--- src/rtl/oft_pkg.sv ---
package oft_pkg;

    localparam int OFT_CLK_PERIOD_NS = 5;
    localparam int OFT_TICK_NS = 1000000;
    localparam int OFT_TICK_CYCLES = OFT_TICK_NS / OFT_CLK_PERIOD_NS;
    localparam int OFT_TICK_MS = 1;
    localparam int OFT_COOL_MS = 1000;
    localparam int OFT_COOL_TICKS = OFT_COOL_MS / OFT_TICK_MS;
    localparam int OFT_DEC_RATIO = 16;
    localparam int OFT_OVLD_MS0 = 60;
    localparam int OFT_OVLD_MS1 = 30;
    localparam int OFT_OVLD_MS2 = 120;
    localparam int OFT_OVLD_MS3 = 240;

    localparam logic [7:0] OFT_ADR_TIMING = 8'h00;
    localparam logic [7:0] OFT_ADR_CUTDIS = 8'h04;
    localparam logic [7:0] OFT_ADR_STATUS = 8'h08;
    localparam logic [7:0] OFT_ADR_MASK = 8'h0C;
    localparam logic [7:0] OFT_ADR_STATE = 8'h10;

    localparam int OFT_OVERLOAD_TIMEOUT_SELECT_LSB = 2;
    localparam int OFT_OVERLOAD_TIMEOUT_SELECT_MSB = 3;
    localparam logic [7:0] OFT_TIMING_RST = 8'h00;

    typedef enum logic [1:0] {
        OFT_MODE_OFF = 2'h0,
        OFT_MODE_MANUAL = 2'h1,
        OFT_MODE_SEMI = 2'h2,
        OFT_MODE_AUTO = 2'h3
    } oft_mode_t;

    typedef enum logic [1:0] {
        OFT_CH_RUN = 2'b01,
        OFT_CH_COOL = 2'b10
    } oft_ch_state_t;

    typedef struct packed {
        logic cyc;
        logic stb;
        logic we;
        logic [7:0] adr;
        logic [3:0] sel;
        logic [31:0] dat;
    } oft_wb_req_t;

    typedef struct packed {
        logic ack;
        logic [31:0] dat;
    } oft_wb_rsp_t;

endpackage

--- src/rtl/oft_overload_timer.sv ---
`timescale 1ns/1ps
module oft_overload_timer import oft_pkg::*; #(
    parameter int N_CH = 8,
    parameter int CNT_W = 16,
    parameter int TICK_CYCLES = OFT_TICK_CYCLES
) (
    input wire logic ref_clk,
    input wire logic resetn,
    input wire oft_wb_req_t wb_req,
    output oft_wb_rsp_t wb_rsp,
    input wire logic [N_CH-1:0] chan_powered,
    input wire logic [N_CH-1:0] inrush_fault_window_expired,
    input wire logic [N_CH-1:0] above_power_cut_threshold,
    input wire logic [N_CH-1:0] foldback_active,
    input wire logic [N_CH-1:0] power_enable_off,
    input wire logic [N_CH-1:0] reset_command,
    input wire logic [N_CH-1:0] dc_disconnect,
    input wire logic [N_CH-1:0] fast_shutdown_input,
    input wire logic [N_CH-1:0][1:0] chan_mode,
    input wire logic [N_CH-1:0] detect_enable,
    output logic [N_CH-1:0] chan_cut_off,
    output logic [N_CH-1:0] turn_on_blocked,
    output logic [N_CH-1:0] detect_restart,
    output logic irq
);

    localparam int TW = $clog2(TICK_CYCLES + 1);
    localparam int SW = 2 * N_CH;

    typedef struct packed {
        oft_wb_rsp_t rsp;
        logic [TW-1:0] tick_cnt;
        logic [3:0] sub;
        logic [7:0] timing;
        logic [N_CH-1:0] cutdis;
        logic [SW-1:0] status;
        logic [SW-1:0] mask;
        oft_ch_state_t [N_CH-1:0] st;
        logic [N_CH-1:0][CNT_W-1:0] cnt;
        logic [N_CH-1:0][CNT_W-1:0] cool;
        logic [N_CH-1:0] cut;
        logic [N_CH-1:0] blocked;
        logic [N_CH-1:0] restart;
        logic irq;
    } oft_state_t;

    oft_state_t s;
    oft_state_t next_s;

    logic req;
    logic fire;
    logic tick;
    logic dec_tick;
    logic overload_timeout_select_chg;
    logic [31:0] lanes;
    logic [31:0] rd;
    logic [SW-1:0] set_v;
    logic [SW-1:0] clr_v;
    logic [N_CH-1:0] inc_v;
    logic [N_CH-1:0] zero_v;
    logic [N_CH-1:0] cancel_v;
    logic [N_CH-1:0] off_v;
    logic [CNT_W-1:0] limit;

    function automatic logic [31:0] oft_lanes(input logic [3:0] sel);
        logic [31:0] m;
        m = '0;
        for (int b = 0; b < 4; b++) begin
            m[b*8 +: 8] = {8{sel[b]}};
        end
        return m;
    endfunction

    // Code zero gives the nominal duration, the others are scaled around it
    function automatic logic [CNT_W-1:0] oft_limit(input logic [1:0] code);
        case (code)
            2'h0: return CNT_W'(OFT_OVLD_MS0 / OFT_TICK_MS);
            2'h1: return CNT_W'(OFT_OVLD_MS1 / OFT_TICK_MS);
            2'h2: return CNT_W'(OFT_OVLD_MS2 / OFT_TICK_MS);
            default: return CNT_W'(OFT_OVLD_MS3 / OFT_TICK_MS);
        endcase
    endfunction

    always_comb begin
        next_s = s;
        req = wb_req.cyc && wb_req.stb;
        fire = req && s.rsp.ack;
        lanes = oft_lanes(wb_req.sel);
        rd = '0;
        set_v = '0;
        clr_v = '0;
        overload_timeout_select_chg = 1'b0;
        inc_v = '0;
        zero_v = '0;
        cancel_v = '0;
        off_v = '0;
        limit = oft_limit(s.timing[OFT_OVERLOAD_TIMEOUT_SELECT_MSB:OFT_OVERLOAD_TIMEOUT_SELECT_LSB]);
        next_s.rsp.ack = 1'b0;
        next_s.cut = '0;
        next_s.restart = '0;

        tick = s.tick_cnt == TW'(TICK_CYCLES - 1);
        dec_tick = tick && (s.sub == 4'(OFT_DEC_RATIO - 1));
        if (tick) begin
            next_s.tick_cnt = '0;
            next_s.sub = s.sub + 4'h1;
        end else begin
            next_s.tick_cnt = s.tick_cnt + TW'(1);
        end

        for (int i = 0; i < N_CH; i++) begin
            zero_v[i] = s.cnt[i] == '0;
        end
        case (wb_req.adr)
            OFT_ADR_TIMING: rd[7:0] = s.timing;
            OFT_ADR_CUTDIS: rd[N_CH-1:0] = s.cutdis;
            OFT_ADR_STATUS: rd[SW-1:0] = s.status;
            OFT_ADR_MASK: rd[SW-1:0] = s.mask;
            OFT_ADR_STATE: rd[SW-1:0] = {~zero_v, s.blocked};
            default: rd = '0;
        endcase
        // Read data is latched with ack so it stands for the whole answer cycle
        if (req && !s.rsp.ack) begin
            next_s.rsp.ack = 1'b1;
            next_s.rsp.dat = rd;
        end

        if (fire && wb_req.we) begin
            case (wb_req.adr)
                OFT_ADR_TIMING: begin
                    next_s.timing = (s.timing & ~lanes[7:0]) | (wb_req.dat[7:0] & lanes[7:0]);
                    overload_timeout_select_chg = next_s.timing[OFT_OVERLOAD_TIMEOUT_SELECT_MSB:OFT_OVERLOAD_TIMEOUT_SELECT_LSB]
                        != s.timing[OFT_OVERLOAD_TIMEOUT_SELECT_MSB:OFT_OVERLOAD_TIMEOUT_SELECT_LSB];
                end
                OFT_ADR_CUTDIS: begin
                    next_s.cutdis = (s.cutdis & ~lanes[N_CH-1:0]) | (wb_req.dat[N_CH-1:0] & lanes[N_CH-1:0]);
                end
                OFT_ADR_STATUS: clr_v = wb_req.dat[SW-1:0] & lanes[SW-1:0];
                OFT_ADR_MASK: begin
                    next_s.mask = (s.mask & ~lanes[SW-1:0]) | (wb_req.dat[SW-1:0] & lanes[SW-1:0]);
                end
                default: ;
            endcase
        end

        for (int i = 0; i < N_CH; i++) begin
            inc_v[i] = chan_powered[i] && inrush_fault_window_expired[i]
                && (above_power_cut_threshold[i] || foldback_active[i]);
            off_v[i] = power_enable_off[i] || reset_command[i] || dc_disconnect[i] || fast_shutdown_input[i];
            cancel_v[i] = reset_command[i] || (chan_mode[i] == OFT_MODE_OFF)
                || (chan_mode[i] == OFT_MODE_MANUAL);
            case (s.st[i])
                OFT_CH_RUN: begin
                    if (off_v[i]) begin
                        next_s.cnt[i] = '0;
                    end else if (overload_timeout_select_chg) begin
                        next_s.cnt[i] = '0;
                    end else if (inc_v[i]) begin
                        if (tick && (s.cnt[i] + CNT_W'(1) >= limit)) begin
                            set_v[i] = 1'b1;
                            next_s.cnt[i] = '0;
                            // With cut-off disabled the fault is flagged and the timer simply restarts
                            if (!s.cutdis[i]) begin
                                next_s.cut[i] = 1'b1;
                                next_s.st[i] = OFT_CH_COOL;
                                next_s.cool[i] = '0;
                            end
                        end else if (tick) begin
                            next_s.cnt[i] = s.cnt[i] + CNT_W'(1);
                        end
                    end else if (dec_tick && !zero_v[i]) begin
                        next_s.cnt[i] = s.cnt[i] - CNT_W'(1);
                    end
                end
                OFT_CH_COOL: begin
                    next_s.cnt[i] = '0;
                    if (cancel_v[i]) begin
                        next_s.st[i] = OFT_CH_RUN;
                    end else if (tick && (s.cool[i] == CNT_W'(OFT_COOL_TICKS - 1))) begin
                        next_s.st[i] = OFT_CH_RUN;
                        set_v[N_CH + i] = 1'b1;
                        next_s.restart[i] = (chan_mode[i] == OFT_MODE_SEMI) && detect_enable[i];
                    end else if (tick) begin
                        next_s.cool[i] = s.cool[i] + CNT_W'(1);
                    end
                end
                default: next_s.st[i] = OFT_CH_RUN;
            endcase
            next_s.blocked[i] = next_s.st[i] == OFT_CH_COOL;
        end

        // A new event wins over a clear in the same cycle
        next_s.status = (s.status & ~clr_v) | set_v;
        next_s.irq = |(next_s.status & next_s.mask);
    end

    always_ff @(posedge ref_clk or negedge resetn) begin
        if (!resetn) begin
            s <= '0;
            s.timing <= OFT_TIMING_RST;
            s.st <= {N_CH{OFT_CH_RUN}};
        end else begin
            s <= next_s;
        end
    end

    assign wb_rsp = s.rsp;
    assign chan_cut_off = s.cut;
    assign turn_on_blocked = s.blocked;
    assign detect_restart = s.restart;
    assign irq = s.irq;
endmodule // oft_overload_timer

--- config.mk ---
export PLATFORM = sky130hd
export DESIGN_NAME = oft_overload_timer
export DESIGN_NICKNAME = d
export VERILOG_FILES = /design/src/rtl/oft_pkg.sv /design/src/rtl/oft_overload_timer.sv
export SDC_FILE = /design/constraint.sdc
export NUM_CORES = 1
export LEC_CHECK = 0
export BUFFER_PORTS_ARGS = -buffer_cell sky130_fd_sc_hd__buf_2
export CAP_MARGIN = 10
export CORE_UTILIZATION = 45
export DETAILED_ROUTE_END_ITERATION = 7
export GPL_TIMING_DRIVEN = 0
export HOLD_SLACK_MARGIN = 0.08
export MAX_ROUTING_LAYER = met4
export PLACE_DENSITY = 0.7
export SETUP_SLACK_MARGIN = 0.1
export SKIP_LAST_GASP = 1
export SYNTH_ARGS = -nofsm -noshare
export SYNTH_HDL_FRONTEND = slang
export SYNTH_SLANG_ARGS = --single-unit
--- constraint.sdc ---
create_clock -name ref_clk -period 7.2 [get_ports ref_clk]
set_clock_uncertainty 0.2 [all_clocks]
set_input_delay 0.72 -clock ref_clk [delete_from_list [all_inputs] [get_ports ref_clk]]
set_output_delay 0.72 -clock ref_clk [all_outputs]
set_load 0.01 [all_outputs]
==> qor.csv <==
metric;value;unit
grt_pass1_vias;22743;
ant_nets;0;
drc;0;
path_depth;12;
syn_inst;3139;
die_area;0.05917;mm^2
critPathKind;flip-flop to flip-flop;
synth_top_area_cell;dfrtp_1;
outcome;complete, no violations;
cts_buffers;47;
synth-seq-area-share;36.73;%
cts.sinks;384;
fin_nets;3595;
die_h;243.2;um
synth.avg_cell_area;8.343;um^2
finalInstanceArea;0.02984;mm^2
ys_ff_latch;384;
gp_congestion;0.9498;
startpoint;s[340]$_DFFE_PN0P_;
r2r-start;s[340]$_DFFE_PN0P_;
cpMaxStageDelayCell;nand2_1;
hold_ws;141.0;ps
mostFrequentLayoutCell;dfrtp_1;
synth_edf_count;0;
num_vias;24930;
grt_first_pass_wirelength;123.7;mm
fin_crit;6233;ps
cts_tree;yes;
cp_max_fo;10;
p_leak;0.01305;uW
synth_area_leaders;dfrtp_1 (36%), o21ai_0 (5.8%), nand2_1 (4.4%);
worst_pin_slew;1122;ps
cts_setup_buffers;0;
rrSetupSlack;970;ps
clk_latency;600;ps
final_cell_mix;dfrtp_1 (376), nand2_1 (305), o21ai_0 (305), nor2_1 (261), buf_2 (180);
cap_violations;0;
synthArstFlopShare;100.0;%
cts_max_path_buffers;3;
grt.overflow.total;0;
antenna_found_initial;6;
final-setup-viol-count;0;
crit_family;buffers and inverters;
p_per_area;185.1;mW/mm^2
htreeDepth;2;
hold_start;detect_enable[1];
fmax;0.1604;GHz
postPlaceCellArea;0.02810;mm^2
startpoint_type;flip-flop;
first_pass_iters;6;
synth_cell_type_count;101;
rsz0062_at_grt;false;
reg2reg_depth;12;
timing.slew.headroom;24.94;%
root_buffer;clkbuf_16;
clkTransAtPathRegs;60;ps
cp.required;7540;ps
worstPathArrival;6570;ps
core_area;0.05759;mm^2
rows;88;
yosysTopAreaCellShare;35.93;%
areaGrowthSynthToFinish;13.96;%
start_util;45.48;%
hpwl;54.47;mm
grt_max_degree;116;
drt_iter0_markers;2520;
portBuffers;160;
n_fill_cell;5441;
critical_path.max_stage_delay;940;ps
worst-path-buf-inv;3;
ys_warn_count;0;
synth_top_flop_cell;dfrtp_1;
drive_above_1_share;13.04;%
wl;77.30;mm
via_per_inst;5.960;
wire_per_inst;18.48;um
drv_slew;0;
holdPathStages;3;
grt_util_all_layers;26.51;%
cp-end-kind;flip-flop;
hp-class;input port to flip-flop;
synth_area;0.02619;mm^2
die_w;243.2;um
crit_chain;clkbuf_1 > nand2_1 > inv_1 > ha_1 > a31o_2 > a2111oi_0 > nand4_1 > nand3_1 > nand2_1 > nor2_1 > clkbuf_1 > a22o_1;
period_share;86.57;%
hold_viol;0;
pin_count;195;
ir_drop;0.0001697;V
[sequential cells by signal, summed over array words and instances, names as in the netlist, named ones only]
name and cells:
detect_restart 8, turn_on_blocked 8, irq 1, s 328, wb_rsp 17, chan_cut_off 8
[worst paths after layout]
kind	endpoint
max	s[261]$_DFFE_PN0P_
min	detect_restart[1]$_DFF_PN0_
max reg2reg	s[261]$_DFFE_PN0P_
min reg2reg	s[348]$_DFFE_PN0N_
max in group asynchronous	s[102]$_DFFE_PN0P_
min in group asynchronous	s[159]$_DFFE_PN0P_
[routing by layer]
| layer | track usage (%) | routed length [um] | vias to the layer above |
|---|---|---|---|
| li1 | - | - | 11899 |
| met1 | 36.11 | 34810 | 11979 |
| met2 | 39.99 | 34690 | 882 |
| met3 | 3.582 | 5153 | 170 |
| met4 | 9.952 | 2645 | 0 |
| met5 | - | 0 | - |
[cells by family (layout without fill, tap and decap cells)]
kind of cell | Yosys count | count (layout) | synth area share [%]
AO/OA/AOI/OAI | 817 | 817 | 20.00
XOR/XNOR | 124 | 124 | 4.147
flip-flops | 384 | 384 | 36.73
buffers and inverters | 330 | 588 | 5.752
adder cells (fa/ha/maj) | 84 | 84 | 4.013
multiplexers | 82 | 82 | 3.359
AND/OR/NAND/NOR | 1317 | 1317 | 25.99
other | 1 | 22 | 0.01432
[worst register-to-register path, cell delays in order (launching register included)]
cell	delay, ps
dfrtp_1	320
clkbuf_1	770
nand2_1	940
inv_1	930
ha_1	360
a31o_2	200
a2111oi_0	670
nand4_1	320
nand3_1	360
nand2_1	190
nor2_1	210
clkbuf_1	470
a22o_1	240
[metrics by stage]
stage,utilization [%],cells,setup WS [ps],total power (uW),setup TNS (ps)
5_1_grt,51.83,4183,791.8,5732,0
3_5_place_dp,48.80,4082,1013,2982,0
3_3_place_gp,48.63,4079,-2685,2968,-988960
2_1_floorplan,-,3154,3040,2745,0
4_1_cts,51.80,4177,960.7,5555,0
6_report,51.83,4183,967.0,5523,0
[power by group]
part	total, uW	internal [uW]	switching (uW)
clock network	2560	1580	985
logic	744	279	465
registers	2220	2190	28.3
total	5520	4050	1480
[area by class of cell]
cell class,count,area [um^2],area share (%)
Tap cell,765,957.2,3.207
Inverter,95,356.6,1.195
Sequential cell,384,9619,32.23
Multi-Input combinational cell,2440,15130,50.69
Antenna cell,6,15.01,0.05031
Clock inverter,20,311.5,1.044
Timing Repair Buffer,171,973.4,3.262
Clock buffer,67,1334,4.469
Buffer,235,1150,3.853
[synthesized netlist by cell type, drive strengths merged, types with 19 or more instances]
library cell	count
mux2	47
a22oi	22
nand3	151
nor3	99
nor3b	22
or2	36
and2	32
a22o	19
a31oi	39
and4	20
inv	95
nor4	67
buf	94
or3	53
and3	58
xnor2	80
mux2i	35
a21o	23
o22ai	21
nand2b	29
nor2	262
o21ai	306
nor2b	55
dfrtp	376
ha	84
xor2	44
clkbuf	141
o31ai	98
or4	27
nand2	305
a21oi	129
nand4	61
[timing repair]
| item | CTS | global route |
|---|---|---|
| setup endpoints to repair | 0 | 0 |
| gates resized for setup | 0 | 0 |
| hold endpoints to repair | 53 | 0 |
| hold buffers | 8 | 0 |
No activity file was read; power rests on OpenSTA's default activity.
